**config.mk**
```make
export PLATFORM = sky130hd
export DESIGN_NAME = sleep_power_domain_control
export DESIGN_NICKNAME = d
export VERILOG_FILES = /design/src/power_mode_pkg.sv /design/src/sleep_power_domain_control.sv
export SDC_FILE = /design/constraint.sdc
export NUM_CORES = 1
export LEC_CHECK = 0
export ABC_AREA = 1
export BUFFER_PORTS_ARGS = -buffer_cell sky130_fd_sc_hd__buf_2
export CELL_PAD_IN_SITES_DETAIL_PLACEMENT = 0
export CELL_PAD_IN_SITES_GLOBAL_PLACEMENT = 1
export CORE_ASPECT_RATIO = 0.9
export CORE_MARGIN = 1.5
export CORE_UTILIZATION = 30
export DETAILED_ROUTE_END_ITERATION = 6
export GPL_TIMING_DRIVEN = 0
export PLACE_DENSITY = 0.63
export SLEW_MARGIN = 30
export SYNTH_ARGS = -nofsm -noshare
export SYNTH_HDL_FRONTEND = slang
export SYNTH_SLANG_ARGS = --single-unit
```
**constraint.sdc**
```tcl
create_clock -name clk_sys_i -period 2.04 [get_ports clk_sys_i]
set_clock_uncertainty 0.05 [all_clocks]
set_input_delay 0.102 -clock clk_sys_i [delete_from_list [all_inputs] [get_ports clk_sys_i]]
set_output_delay 0.102 -clock clk_sys_i [all_outputs]
set_load 0.005 [all_outputs]
```
**src/power_mode_pkg.sv**
```systemverilog
// Package for the power mode and power domain controller.
// Assumes a single 10 MHz system clock and a 32-bit APB slave.
package power_mode_pkg;

    // APB register offsets (byte addresses)
    localparam logic [11:0] ADDR_CTRL      = 12'h000;
    localparam logic [11:0] ADDR_DOMAIN_EN = 12'h004;
    localparam logic [11:0] ADDR_STATUS    = 12'h008;
    localparam logic [11:0] ADDR_WORDCNT   = 12'h00C;
    localparam logic [11:0] ADDR_RETAIN    = 12'h010;

    // CTRL register fields
    localparam int CTRL_RETAIN_SYSRAM_BIT = 0;
    localparam int CTRL_DEEP_SLEEP_BIT    = 2;

    // DOMAIN_EN register fields
    localparam int EN_PERIPH_BIT = 0;
    localparam int EN_RADIO_BIT  = 1;
    localparam int EN_RRAM_LSB   = 4;

    // RETAIN register fields
    localparam int RET_MAP_LSB    = 0;
    localparam int RET_MAP_W      = 2;
    localparam int RET_RADIO_LSB  = 8;
    localparam int RET_RADIO_W    = 16;
    localparam int RET_FREEZE_BIT = 24;

    // Reset values
    localparam logic [31:0] CTRL_RESET      = 32'h0000_0000;
    localparam logic [31:0] DOMAIN_EN_RESET = 32'h0000_0003;

    // Retention bank sizes in kB
    localparam int RRAM_LINES = 4;
    localparam int RRAM_KB_A  = 2;
    localparam int RRAM_KB_B  = 3;
    localparam int RRAM_KB_C  = 2;
    localparam int RRAM_KB_D  = 1;
    localparam int SYSRAM_KB  = 42;

    // Power-up and power-down settling times
    localparam int CLK_MHZ          = 10;
    localparam int SETTLE_NS        = 1000;
    localparam int SETTLE_CYCLES    = (SETTLE_NS * CLK_MHZ + 999) / 1000;
    localparam int SETTLE_W         = 8;

    typedef enum logic [4:0] {
        ST_ACTIVE   = 5'b00001,
        ST_SLEEP    = 5'b00010,
        ST_GATE_OFF = 5'b00100,
        ST_GATED    = 5'b01000,
        ST_RESTORE  = 5'b10000
    } power_state_e;

    // Switch controls for all domains
    typedef struct packed {
        logic                  system_domain;
        logic                  debug_domain;
        logic                  peripheral_domain;
        logic                  radio_domain;
        logic                  system_ram_power_line;
        logic [RRAM_LINES-1:0] retention_ram_lines;
        logic                  analog_on;
    } domain_power_s;

    // Values retained across sleep
    typedef struct packed {
        logic [RET_RADIO_W-1:0] radio_control_reg;
        logic                   debug_freeze_enable;
        logic [RET_MAP_W-1:0]   exchange_memory_map;
    } retained_s;

endpackage : power_mode_pkg

```
**src/sleep_power_domain_control.sv**
```systemverilog
// Power mode and power domain controller with APB register access.
// Assumes the processor sleep and wake signals are synchronous.
// Assumes software programs the domain enables before a gated mode.
`timescale 1ns/10ps
`default_nettype none

module sleep_power_domain_control
    import power_mode_pkg::*;
#(
    parameter int SETTLE = SETTLE_CYCLES
) (
    input  wire logic                         clk_sys_i,
    input  wire logic                         reset_n_i,
    input  wire logic                         psel_i,
    input  wire logic                         penable_i,
    input  wire logic                         pwrite_i,
    input  wire logic [11:0]                  paddr_i,
    input  wire logic [31:0]                  pwdata_i,
    output logic      [31:0]                  prdata_o,
    output logic                              pready_o,
    output logic                              pslverr_o,
    input  wire logic                         cpu_sleep_i,
    input  wire logic                         wake_event_i,
    output power_mode_pkg::domain_power_s     power_o,
    output power_mode_pkg::retained_s         retained_o,
    output logic                              cpu_release_o,
    output logic                              mirror_needed_o,
    output logic                              periph_reset_o
);
    import power_mode_pkg::*;

    power_state_e           state_q, state_d;
    logic [31:0]            ctrl_q;
    logic [31:0]            domain_en_q;
    logic [31:0]            wordcnt_q;
    logic                   wordcnt_loaded_q;
    retained_s              retain_q;
    logic [SETTLE_W-1:0]    cnt_q, cnt_d;
    logic                   deep_q, deep_d;
    domain_power_s          power_d;
    logic [31:0]            rdata_d;
    logic                   periph_off_q;

    // Gating states hold core, debug and analog off
    function automatic logic is_gating(input power_state_e s);
        is_gating = (s == ST_GATE_OFF) || (s == ST_GATED);
    endfunction : is_gating

    // Running states let the processor execute
    function automatic logic is_running(input power_state_e s);
        is_running = (s == ST_ACTIVE) || (s == ST_SLEEP);
    endfunction : is_running

    // Register decode
    wire logic wr_en   = psel_i & penable_i & pwrite_i;
    wire logic setup_ph = psel_i & ~penable_i;
    wire logic hit_ctl = (paddr_i == ADDR_CTRL);
    wire logic hit_en  = (paddr_i == ADDR_DOMAIN_EN);
    wire logic hit_st  = (paddr_i == ADDR_STATUS);
    wire logic hit_wc  = (paddr_i == ADDR_WORDCNT);
    wire logic hit_ret = (paddr_i == ADDR_RETAIN);
    wire logic mapped  = hit_ctl | hit_en | hit_st | hit_wc | hit_ret;

    // Write strobes per register
    wire logic wr_ctl  = wr_en & hit_ctl;
    wire logic wr_dom  = wr_en & hit_en;
    wire logic wr_wc   = wr_en & hit_wc & ~wordcnt_loaded_q;
    wire logic wr_ret  = wr_en & hit_ret;

    // Retained field slices of the write data
    wire logic [RET_MAP_W-1:0]   ret_map_w   =
        pwdata_i[RET_MAP_LSB +: RET_MAP_W];
    wire logic [RET_RADIO_W-1:0] ret_radio_w =
        pwdata_i[RET_RADIO_LSB +: RET_RADIO_W];
    wire logic                   ret_frz_w   = pwdata_i[RET_FREEZE_BIT];

    wire logic deep_sleep_request_bit  = ctrl_q[CTRL_DEEP_SLEEP_BIT];
    wire logic retain_system_ram_bit = ctrl_q[CTRL_RETAIN_SYSRAM_BIT];
    wire logic settled    = (cnt_q == SETTLE_W'(SETTLE - 1));
    wire logic [SETTLE_W-1:0] cnt_inc = cnt_q + SETTLE_W'(1);

    // Mode requests from the processor
    wire logic req_gate   = cpu_sleep_i & deep_sleep_request_bit;
    wire logic req_sleep  = cpu_sleep_i & ~deep_sleep_request_bit;
    wire logic sleep_exit = wake_event_i | ~cpu_sleep_i;
    wire logic deep_pick  = ~retain_system_ram_bit;

    wire logic [RRAM_LINES-1:0] rram_en;

    // One switch per retention bank, each independent
    for (genvar gi = 0; gi < RRAM_LINES; gi++) begin : g_rram
        assign rram_en[gi] = domain_en_q[EN_RRAM_LSB + gi];
    end

    wire logic gated_now    = (state_q == ST_GATED);
    wire logic gating_now   = is_gating(state_q);
    wire logic restore_done = (state_q == ST_RESTORE) & settled;

    // Status and retained fields as read back
    wire logic [31:0] status_word = {26'h0, deep_q, state_q};
    wire logic [31:0] retain_word = {7'h0, retain_q.debug_freeze_enable,
                                     retain_q.radio_control_reg,
                                     6'h0, retain_q.exchange_memory_map};

    // Next state of the power sequencer
    always_comb begin
        state_d = state_q;
        cnt_d   = '0;
        deep_d  = deep_q;
        case (state_q)
            ST_ACTIVE: begin
                if (req_gate) begin
                    state_d = ST_GATE_OFF;
                    deep_d  = deep_pick;
                end else if (req_sleep) begin
                    state_d = ST_SLEEP;
                end
            end
            ST_SLEEP: begin
                if (sleep_exit) begin
                    state_d = ST_ACTIVE;
                end
            end
            ST_GATE_OFF: begin
                cnt_d = cnt_inc;
                if (settled) begin
                    state_d = ST_GATED;
                end
            end
            ST_GATED: begin
                if (wake_event_i) begin
                    state_d = ST_RESTORE;
                end
            end
            ST_RESTORE: begin
                cnt_d = cnt_inc;
                if (settled) begin
                    state_d = ST_ACTIVE;
                end
            end
            default: begin
                state_d = ST_ACTIVE;
            end
        endcase
    end

    // Domain switch settings per state
    always_comb begin
        power_d = '0;
        power_d.retention_ram_lines = rram_en;
        power_d.peripheral_domain   = domain_en_q[EN_PERIPH_BIT];
        power_d.radio_domain        = domain_en_q[EN_RADIO_BIT];
        if (gating_now) begin
            power_d.system_domain         = 1'b0;
            power_d.debug_domain          = 1'b0;
            power_d.analog_on             = 1'b0;
            power_d.system_ram_power_line = ~deep_q;
            if (gated_now) begin
                power_d.peripheral_domain = 1'b0;
                power_d.radio_domain      = 1'b0;
            end
        end else begin
            power_d.system_domain         = 1'b1;
            power_d.debug_domain          = 1'b1;
            power_d.analog_on             = 1'b1;
            power_d.system_ram_power_line = 1'b1;
        end
    end

    // Read data selection
    always_comb begin
        rdata_d = 32'h0000_0000;
        if (hit_ctl) begin
            rdata_d = ctrl_q;
        end else if (hit_en) begin
            rdata_d = domain_en_q;
        end else if (hit_st) begin
            rdata_d = status_word;
        end else if (hit_wc) begin
            rdata_d = wordcnt_q;
        end else if (hit_ret) begin
            rdata_d = retain_word;
        end
    end

    // Sequencer state
    always_ff @(posedge clk_sys_i or negedge reset_n_i) begin
        if (!reset_n_i) begin
            state_q <= ST_ACTIVE;
        end else begin
            state_q <= state_d;
        end
    end

    // Settle counter and chosen sleep depth
    always_ff @(posedge clk_sys_i or negedge reset_n_i) begin
        if (!reset_n_i) begin
            cnt_q  <= '0;
            deep_q <= 1'b0;
        end else begin
            cnt_q  <= cnt_d;
            deep_q <= deep_d;
        end
    end

    // Control register lives in the always-on domain
    always_ff @(posedge clk_sys_i or negedge reset_n_i) begin
        if (!reset_n_i) begin
            ctrl_q <= CTRL_RESET;
        end else if (wr_ctl) begin
            ctrl_q <= pwdata_i;
        end else if (restore_done) begin
            ctrl_q[CTRL_DEEP_SLEEP_BIT] <= 1'b0;
        end
    end

    // Domain enables, programmed before a gated mode
    always_ff @(posedge clk_sys_i or negedge reset_n_i) begin
        if (!reset_n_i) begin
            domain_en_q <= DOMAIN_EN_RESET;
        end else if (wr_dom) begin
            domain_en_q <= pwdata_i;
        end
    end

    // Word count written once, held through every sleep mode
    always_ff @(posedge clk_sys_i or negedge reset_n_i) begin
        if (!reset_n_i) begin
            wordcnt_q        <= 32'h0000_0000;
            wordcnt_loaded_q <= 1'b0;
        end else if (wr_wc) begin
            wordcnt_q        <= pwdata_i;
            wordcnt_loaded_q <= 1'b1;
        end
    end

    // Retained fields; survive gating of their home domains
    always_ff @(posedge clk_sys_i or negedge reset_n_i) begin
        if (!reset_n_i) begin
            retain_q <= '0;
        end else if (wr_ret) begin
            retain_q.exchange_memory_map <= ret_map_w;
            retain_q.radio_control_reg   <= ret_radio_w;
            retain_q.debug_freeze_enable <= ret_frz_w;
        end
    end

    // Next values of the registered outputs
    wire logic        cpu_run_d  = is_running(state_d);
    wire logic        mirror_set = gated_now & deep_q;
    wire logic        mirror_clr = (state_q == ST_ACTIVE);
    wire logic        pready_d   = setup_ph;
    wire logic        pslverr_d  = setup_ph & ~mapped;
    wire logic [31:0] prdata_d   = (setup_ph & ~pwrite_i) ? rdata_d
                                                          : 32'h0000_0000;

    // Domain switches
    always_ff @(posedge clk_sys_i or negedge reset_n_i) begin
        if (!reset_n_i) begin
            power_o <= '0;
        end else begin
            power_o <= power_d;
        end
    end

    // Retained copy seen by the gated domains
    always_ff @(posedge clk_sys_i or negedge reset_n_i) begin
        if (!reset_n_i) begin
            retained_o <= '0;
        end else begin
            retained_o <= retain_q;
        end
    end

    // Processor release, only once core, debug, system RAM and analog are powered
    always_ff @(posedge clk_sys_i or negedge reset_n_i) begin
        if (!reset_n_i) begin
            cpu_release_o <= 1'b0;
        end else begin
            cpu_release_o <= cpu_run_d;
        end
    end

    // Copy request; set wins over clear
    always_ff @(posedge clk_sys_i or negedge reset_n_i) begin
        if (!reset_n_i) begin
            mirror_needed_o <= 1'b0;
        end else if (mirror_set) begin
            mirror_needed_o <= 1'b1;
        end else if (mirror_clr) begin
            mirror_needed_o <= 1'b0;
        end
    end

    // Peripheral reset trails power off by one cycle
    always_ff @(posedge clk_sys_i or negedge reset_n_i) begin
        if (!reset_n_i) begin
            periph_off_q   <= 1'b0;
            periph_reset_o <= 1'b1;
        end else begin
            periph_off_q   <= ~power_d.peripheral_domain;
            periph_reset_o <= periph_off_q;
        end
    end

    // APB answer, zero wait states
    always_ff @(posedge clk_sys_i or negedge reset_n_i) begin
        if (!reset_n_i) begin
            prdata_o  <= 32'h0000_0000;
            pready_o  <= 1'b0;
            pslverr_o <= 1'b0;
        end else begin
            prdata_o  <= prdata_d;
            pready_o  <= pready_d;
            pslverr_o <= pslverr_d;
        end
    end

endmodule : sleep_power_domain_control

`default_nettype wire

```
After elaboration in Yosys (flattened, before gate mapping)
Cells that the tools add are included.
{"block": "classes", "n_addsub": 1, "mul": 0, "div": 0, "n_lt_le_gt_ge": 0, "n_eq_ne": 12, "shifts": 0, "n_mux": 23, "bitwise": 28, "n_reduce_logical": 7}
{"operator": "$mux W32", "n": 5}
{"operator": "$mux W5", "n": 6}
{"operator": "$mux W25", "n": 1}
{"operator": "$pmux W5 S5", "n": 1}
{"operator": "$eq A12 B4 Y1 const B", "n": 2}
{"operator": "$and A1 B1 Y1", "n": 14}
{"operator": "$eq A12 B3 Y1 const B", "n": 1}
{"operator": "$eq A12 B5 Y1 const B", "n": 1}
{"operator": "$logic_not A12 Y1", "n": 1}
{"operator": "$eq A5 B1 Y1 const B", "n": 2}
{"operator": "$eq A5 B2 Y1 const B", "n": 2}
{"operator": "$not A1 Y1", "n": 9}
{"operator": "$add A8 B1 Y8 const B", "n": 1}
{"operator": "$eq A8 B4 Y1 const B", "n": 1}
{"operator": "$mux W8", "n": 1}
{"operator": "$mux W1", "n": 6}
{"operator": "$mux W2", "n": 3}
{"operator": "$eq A5 B3 Y1 const B", "n": 1}
{"operator": "$eq A5 B4 Y1 const B", "n": 1}
{"operator": "$eq A5 B5 Y1 const B", "n": 1}
{"operator": "$or A1 B1 Y1", "n": 5}
{"operator": "$reduce_bool A2 Y1", "n": 2}
{"operator": "$logic_or A1 B1 Y1", "n": 2}
{"operator": "$reduce_and A2 Y1", "n": 1}
{"operator": "$reduce_or A2 Y1", "n": 1}
{"block": "word_totals", "reg_bits": 197, "latchBits": 0, "mem_bits_rw": 0, "romBits": 0, "in_bits": 51, "mem_count": 0}

Longest topological paths before layout
Gate-level depths: netlist of the first run.
{"block": "depth", "word_depth": 7, "depth_mapped": 10}

Worst setup path after synthesis of the first run
No wires, ideal clock.
{"block": "synth_path", "kind": "register -> register", "startpoint": "register state_q[1]", "endpoint": "register cpu_release_o", "setup_time_ns": 0.128, "t_arrival_ns": 1.251, "required_time_ns": 1.862, "slack_ns": 0.611, "stages_incl_launch_ff": 7, "path_buffers": 0, "path_cell_list": "dfrtp_1 nor2_1 nand2_1 nor3_1 inv_1 nand4_1 nand3_1"}
{"block": "synth_via", "elab_chain_cells": 5}
{"item": "from (decl)", "line": "sleep_power_domain_control.sv:32", "rtl": "power_state_e state_q, state_d;"}
{"item": "from (signal assigned)", "line": "sleep_power_domain_control.sv:191", "rtl": "state_q <= state_d;"}
{"item": "$mux W5", "line": "sleep_power_domain_control.sv:115", "rtl": "end else if (req_sleep) begin"}
{"item": "$mux W5", "line": "sleep_power_domain_control.sv:112", "rtl": "if (req_gate) begin"}
{"item": "$pmux W5 S5 (*)", "line": "sleep_power_domain_control.sv:110", "rtl": "case (state_q)"}
{"item": "$eq A5 B1 Y1 / $eq A5 B2 Y1 (equally long branches)", "line": "sleep_power_domain_control.sv:51", "rtl": "is_running = (s == ST_ACTIVE) || (s == ST_SLEEP);"}
{"item": "$logic_or A1 B1 Y1 (*)", "line": "sleep_power_domain_control.sv:51"}
{"item": "via cpu_run_d", "line": "sleep_power_domain_control.sv:249", "rtl": "wire logic cpu_run_d = is_running(state_d);"}
{"item": "to (signal assigned)", "line": "sleep_power_domain_control.sv:280", "rtl": "cpu_release_o <= cpu_run_d;"}
{"item": "to (decl)", "line": "sleep_power_domain_control.sv:26", "rtl": "output logic cpu_release_o,"}
The timed path passes the listed nets; every way through them passes the cells marked *.
A chain may end at the register's enable or synchronous reset.

Worst setup path after layout of the first run
{"block": "layout_path", "startpoint": "input penable_i", "endpoint": "register prdata_o[0]"}
{"block": "layout_via", "elab_chain_cells": 4}
{"item": "from (decl)", "line": "sleep_power_domain_control.sv:15", "rtl": "input wire logic penable_i,"}
{"item": "$not A1 Y1", "line": "sleep_power_domain_control.sv:56", "rtl": "wire logic setup_ph = psel_i & ~penable_i;"}
{"item": "$and A1 B1 Y1", "line": "sleep_power_domain_control.sv:56"}
{"item": "$and A1 B1 Y1", "line": "sleep_power_domain_control.sv:254", "rtl": "wire logic [31:0] prdata_d = (setup_ph & ~pwrite_i) ? rdata_d"}
{"item": "$mux W32", "line": "sleep_power_domain_control.sv:254"}
{"item": "via prdata_d[0]", "line": "sleep_power_domain_control.sv:254"}
{"item": "to (signal assigned)", "line": "sleep_power_domain_control.sv:313", "rtl": "prdata_o <= prdata_d;"}
{"item": "to (decl)", "line": "sleep_power_domain_control.sv:19", "rtl": "output logic [31:0] prdata_o,"}
The timed path passes the listed nets, and every way through them passes these cells.

==> reports/metrics.csv, run 1 <==
stage,metric,value,unit
yosys,Synthesis Warnings,0,
timing,final setup vio count,0,
final_layout,Layout area overhead,26.72,%
timing,max frequency,0.5353,GHz
global_routing,GRT Overall Usage,0.1778,
yosys,Syn Area/Cell,8.952,um2
power_and_ir_drop,switch share,0.2211,
timing,Slew @ Worst Pin,0.7225,ns
cts,post-CTS setup buffers,0,
cts,TritonCTS clock tree,yes,
yosys,Synth Cell Area,8102,um2
route,drc violations,0,
worst_setup_path,max incr delay on CP,0.54,ns
worst_setup_path,crit start category,input port,
final_layout,register area,4885,um2
global_routing,first-pass GRT wire length,37810,um
timing,post-layout min period,1.868,ns
worst_setup_path,crit-path max FO,10,
final_layout,"most common cell after layout, fill and taps aside",nand2_1,
final_layout,proportion of layout cells with a drive suffix above 1,0.1812,
yosys,"FF+latch count, synth",195,
worst_setup_path,Worst path slowest cell,dlygate4sd3_1,
route,DR WL/cell,16.68,um
worst_setup_path,crit path DAT,2.13,ns
worst_setup_path,crit path kind,input port to flop,
die,Chip Height,158.9,um
cts,CTS H-tree lvls,4,
power_and_ir_drop,Logic pwr share,0.056,
timing,Max Slew Vio Count,0,
placement,gpl congestion,0.7775,
die,FP Rows,56,
worst_setup_path,Critical Path RT,2.30,ns
power_and_ir_drop,switching pwr,1829,uW
die,Boundary Pins,117,
yosys,Synth Net Count,958,
placement,I/O Buffers,116,
final_layout,# fillers,2724,
cts,clock sinks,195,
outcome,outcome,completed,
power_and_ir_drop,Clock power frac,0.471,
cts,Clock Pin Slew Worst Setup and Hold Paths,0.07,ns
final_layout,"commonest cells after routing, fill and taps aside","nand2_1, dfrtp_1, buf_2",
timing,RSZ-0062 raised after global routing,false,
power_and_ir_drop,PD cells,805.9,nW/um2
route,Via-to-Cell Ratio,4.661,
timing,worst hold slack,0.1048,ns
route,total vias in the final route,6716,
die,Die Span X,176.2,um
route,ANT nets after route,0,
timing,slew margin rel.,0.5147,
timing,Final period util,0.9157,
die,die footprint,28000,um2
global_routing,vias in the first global route,6584,
final_layout,NumNets Final,1133,
final_layout,Antenna diodes,0,
cts,insertion delay to the later sink of the worst-skew pair,0.43,ns
timing,final hold violation count,0,
yosys,sequential cell area fraction in the yosys report,0.6029,
cts,Max clock buf depth,2,
power_and_ir_drop,leakage power,0.005389,uW
worst_setup_path,crit-path cells,dlygate4sd3_1 > buf_2 > nor3_2 > clkbuf_1 > o21ai_0 > a21oi_1,
final_layout,final instance area,10270,um2
worst_setup_path,crit end category,flop,
route,total iterations of the first detailed-routing run,5,
flow_run,max cap viols,0,
power_and_ir_drop,Int Pwr,6444,uW
placement,DP Area,9210,um2
route,final wirelength,24040,um
route,Iter 0 DRT Violations,494,
cts,root buffer cell,clkbuf_16,
yosys,Unique masters post-synth,33,
power_and_ir_drop,sequential fraction of design power,0.474,
global_routing,largest net degree at the start of global routing,58,
placement,Post-DP HPWL,16650,um
cts,TritonCTS Buffers,17,
die,area of the core,26280,um2
global_routing,aggregate global routing overflow,0,
yosys,Post-Syn Instances,905,
final_layout,multi-input logic area,2674,um2
power_and_ir_drop,Peak VDD IR,0.0005229,V
die,Initial Utilization,0.3083,
global_routing,initial antenna violation count,0,
min_path,Hold Path Class,input port to asynchronous set/reset pin,
-- through the flow --
step	TNS, ns	std cells	util	total power (uW)	setup WS (ns)
2_1_floorplan	0	905	-	4157	0.6110
3_3_place_gp	-508.34	1369	0.3470	4384	-2.655
3_5_place_dp	0	1372	0.3505	4409	0.1244
4_1_cts	0	1441	0.3905	8360	0.01256
5_1_grt	0	1441	0.3907	8592	0.05673
6_report	0	1441	0.3907	8273	0.1720
-- area by class of cell --
class	count	share of cell area
inverter	81	0.02962
multi-input combinational	579	0.2605
sequential	195	0.4758
timing repair buffer	156	0.1016
tap	348	0.04241
clock buffer	20	0.04449
buffer	50	0.02377
clock inverter	12	0.02182
-- synth_stat cells (all sizes together) --
master	number	share of area
nand3b	1	0.00093
nand2	242	0.11
o21bai	9	0.0083
ha	2	0.0031
clkbuf	23	0.011
inv	81	0.038
nor3b	1	0.0015
nor3	7	0.0057
a21oi	5	0.0031
nand4	38	0.029
dfrtp	191	0.59
buf	27	0.019
nand3	25	0.017
a211oi	1	0.00093
dfstp	4	0.013
o211ai	1	0.00093
o22ai	1	0.00077
a22o	1	0.0011
nor2	84	0.042
and3b	1	0.0011
o21ai	160	0.10
-- layer usage --
layer | up-vias | share of wire | global-route usage
li1 | 3272 | - | -
met1 | 3276 | 0.51 | 0.2597
met2 | 151 | 0.44 | 0.2700
met3 | 17 | 0.041 | 0.03376
met4 | 0 | 0.011 | 0.04274
met5 | - | 0 | 0
-- power by group through the flow --
stage | Sequential (uW) | Combinational (uW) | Clock [uW]
3_3_place_gp | 3990 | 392 | 0
3_5_place_dp | 3990 | 417 | 0
2_1_floorplan | 3990 | 164 | 0
6_report | 3920 | 461 | 3890
4_1_cts | 3920 | 472 | 3970
5_1_grt | 3920 | 520 | 4150
-- what timing repair did --
| action | 4_1_cts | 5_1_grt |
|---|---|---|
| setup endpoints to repair | 0 | 21 |
| gates resized for setup | 0 | 1 |
| hold endpoints to repair | 263 | 0 |
| hold buffers | 37 | 0 |
-- critical path: cells and delay by family --
| kind | cells | cell delay, ns |
|---|---|---|
| simple gates | 1 | 0.41 |
| compound gates | 2 | 0.46 |
| buf+inv | 3 | 1.16 |
-- cell families after synthesis --
kind of cell / share of synthesized area
AND/OR/NAND/NOR: 0.2110
adder cells (fa/ha/maj): 0.003088
flip-flops: 0.6029
AO/OA/AOI/OAI: 0.1154
buffers and inverters: 0.06764
-- state kept, by name, indices dropped and copies added, names as in the netlist --
signal,cells
wordcnt_q,32
retain_q,19
wordcnt_loaded_q,1
state_q,5
retained_o,19
mirror_needed_o,1
ctrl_q,32
periph_reset_o,1
cpu_release_o,1
deep_q,1
power_o,8
periph_off_q,1
domain_en_q,32
pslverr_o,1
prdata_o,32
pready_o,1
cnt_q,8
-- final timing paths --
kind	cells past startpoint	start	slack (ns)	end
max in group asynchronous	4	reset_n_i	0.95	ctrl_q[24]
min in group clk_sys_i	5	psel_i	0.12	pslverr_o
setup reg to reg	6	state_q[1]	0.30	cpu_release_o
hold reg to reg	0	periph_off_q	0.31	periph_reset_o
setup / recovery	6	penable_i	0.17	prdata_o[0]
hold / removal	2	reset_n_i	0.10	ctrl_q[12]
No activity file was read; power rests on OpenSTA's default activity.
==> run 2, diff against run 1 <==
--- a/config.mk
+++ b/config.mk
@@ -14,7 +14,7 @@
 export CORE_UTILIZATION = 30
 export DETAILED_ROUTE_END_ITERATION = 6
 export GPL_TIMING_DRIVEN = 0
-export PLACE_DENSITY = 0.63
+export PLACE_DENSITY_LB_ADDON = 0.1
 export SLEW_MARGIN = 30
 export SYNTH_ARGS = -nofsm -noshare
 export SYNTH_HDL_FRONTEND = slang
==> constraint.sdc (replaced) <==
create_clock -name clk_sys_i -period 2.04 [get_ports clk_sys_i]
set_clock_uncertainty 0.05 [all_clocks]
set_input_delay 0.408 -clock clk_sys_i [delete_from_list [all_inputs] [get_ports clk_sys_i]]
set_output_delay 0.408 -clock clk_sys_i [all_outputs]
set_load 0.005 [all_outputs]
==> reports/metrics.csv, run 2 (synthesis results as in run 1) <==
stage,metric,value,unit,change
timing,worst hold slack,0.1199,ns,+0.01507 ns
min_path,Hold Startpoint,pwdata_i[18],,
final_layout,Antenna diodes,0,,unchanged
placement,I/O Buffers,116,,unchanged
timing,final hold violation count,0,,unchanged
final_layout,Final Core Density,0.3735,,-0.01724
placement,Post-DP HPWL,16660,um,about the same
final_layout,Non-Filler Instances,1404,,-2.6%
timing,Slew @ Worst Pin,0.7442,ns,+0.02178 ns
global_routing,met2 usage,0.2786,,+0.008590
route,DR WL/cell,17.22,um,+3.2%
min_path,worst hold path cell count,3,,
worst_setup_path,crit-path max FO,10,,unchanged
cts,insertion delay to the later sink of the worst-skew pair,0.44,ns,about the same
timing,Final period util,0.8787,,-0.03695
global_routing,largest net degree at the start of global routing,78,,+34%
cts,Clock Pin Slew Worst Setup and Hold Paths,0.08,ns,about the same
timing,post-layout min period,1.793,ns,-0.07537 ns
worst_setup_path,R2R Setup Slk,0.30,ns,about the same
global_routing,aggregate global routing overflow,0,,unchanged
placement,Inst Count DP,1371,,-0.073%
worst_setup_path,crit start category,input port,,
power_and_ir_drop,Peak VDD IR,0.0005325,V,+1.8%
cts,Max clock buf depth,2,,unchanged
cts,clock sinks,195,,unchanged
outcome,outcome,completed,,
die,Die Span X,176.2,um,unchanged
final_layout,NumNets Final,1096,,-3.3%
min_path,Hold Path Class,input port to flop,,
final_layout,multi-input logic area,2669,um2,-0.19%
route,total iterations of the first detailed-routing run,5,,unchanged
timing,RSZ-0062 raised after global routing,false,,
cts,Resized Gates After CTS,0,,unchanged
final_layout,register area,4885,um2,unchanged
die,Initial Utilization,0.3083,,unchanged
final_layout,# fillers,2793,,+2.5%
timing,Setup WS post-layout,0.2474,ns,+0.07537 ns
placement,gpl congestion,0.7627,,-1.9%
timing,max frequency,0.5578,GHz,+4.2%
global_routing,GRT Overall Usage,0.1830,,+0.005285
route,Via-to-Cell Ratio,4.637,,-0.51%
worst_setup_path,Reg2Reg Capture Point,cpu_release_o,,
global_routing,met1 Usage GRT,0.2717,,+0.01204
cts,CTS H-tree lvls,4,,unchanged
min_path,hold endpoint,retain_q[13],,
worst_setup_path,FF-to-FF Start,state_q[1],,
cts,TritonCTS clock tree,yes,,
worst_setup_path,Critical Path RT,2.33,ns,+0.03 ns
route,total vias in the final route,6510,,-3.1%
global_routing,first-pass GRT wire length,38750,um,+2.5%
route,final wirelength,24180,um,+0.56%
final_layout,"commonest cells after routing, fill and taps aside","nand2_1, dfrtp_1, buf_2",,
flow_run,max cap viols,0,,unchanged
power_and_ir_drop,PD cells,803.3,nW/um2,-0.32%
die,Boundary Pins,117,,unchanged
cts,post-CTS setup buffers,0,,unchanged
die,area of the core,26280,um2,unchanged
cts,root buffer cell,clkbuf_16,,
final_layout,"most common cell after layout, fill and taps aside",nand2_1,,
final_layout,Layout area overhead,21.13,%,
global_routing,initial antenna violation count,0,,unchanged
die,die footprint,28000,um2,unchanged
cts,TritonCTS Buffers,17,,unchanged
power_and_ir_drop,leakage power,0.005193,uW,-3.6%
worst_setup_path,R2R depth,6,,unchanged
final_layout,proportion of layout cells with a drive suffix above 1,0.1856,,+0.004453
worst_setup_path,crit path kind,input port to flop,,
timing,final setup vio count,0,,unchanged
worst_setup_path,crit path DAT,2.08,ns,-0.05 ns
route,drc violations,0,,unchanged
die,Chip Height,158.9,um,unchanged
route,Iter 0 DRT Violations,503,,+1.8%
timing,Max Slew Vio Count,0,,unchanged
global_routing,GRT met3 Usage,0.02706,,-0.006705
worst_setup_path,crit end category,flop,,
timing,slew margin rel.,0.5000,,-0.01463
global_routing,grt peak-use layer,met2,,
die,FP Rows,56,,unchanged
route,ANT nets after route,0,,unchanged
global_routing,vias in the first global route,6556,,-0.43%
placement,Place WS,-0.2591,ns,-0.3835 ns
-- run 2: changes by cell type in the layout (fill, tap and decap cells not counted), sizes merged --
| cell | before | now |
|---|---|---|
| buf | 146 | 145 |
| bufinv | 6 | 2 |
| clkbuf | 43 | 41 |
| clkinv | 3 | 4 |
| dlygate4sd3 | 37 | 1 |
| inv | 83 | 88 |
-- run 2: final cells by class --
type | instances | share of cell area
inverters | 81 | 0.03098
repair buffers | 119 | 0.06681
multi-input cells | 579 | 0.2720
plain buffers | 50 | 0.02486
clock buffers | 18 | 0.04373
flip-flops and latches | 195 | 0.4978
well taps | 348 | 0.04437
clock inverters | 14 | 0.01951
-- run 2: power by group --
part | total [uW] | switching, uW | internal (uW)
Sequential | 3920 | 16.9 | 3900
Clock | 3570 | 1680 | 1880
Combinational | 399 | 282 | 117
-- run 2: what timing repair did --
| item | CTS | global route |
|---|---|---|
| hold buffers | 1 | 0 |
| hold endpoints to repair | 46 | 0 |
| endpoints found under the setup margin | 0 | 0 |
-- run 2: worst max-delay path by stage --
stage                    start             to  slack, ns  cells past startpoint
floorplan           paddr_i[0]  wordcnt_q[24]       0.42                      9
global placement     reset_n_i   prdata_o[26]      -3.06                      1
detailed placement   penable_i   prdata_o[11]      -0.26                      5
CTS                  penable_i   prdata_o[12]       0.21                      5
global route        state_q[1]  cpu_release_o       0.08                      6
finish              paddr_i[1]   prdata_o[24]       0.25                      9
-- run 2: metal layers --
layer  up-vias  share of wire
li1       3198              -
met1      3146           0.50
met2       147           0.45
met3        19          0.041
met4         0          0.011
met5         -              0
-- run 2: per-stage QoR --
step | setup TNS (ns) | area, um2 | total power [uW]
5_1_grt | 0 | 9813 | 8194
4_1_cts | 0 | 9813 | 7981
6_report | 0 | 9813 | 7882
2_1_floorplan | 0 | 8102 | 4157
3_5_place_dp | -12.98 | 9183 | 4404
3_3_place_gp | -600.49 | 9117 | 4391
-- run 2: critical path, stage by stage --
cell	delay, ns
buf_2	0.10
inv_1	0.08
nand2_1	0.15
nor2_2	0.36
clkbuf_1	0.47
nand4_1	0.15
nand2_1	0.11
nor2_1	0.05
nor2_1	0.20
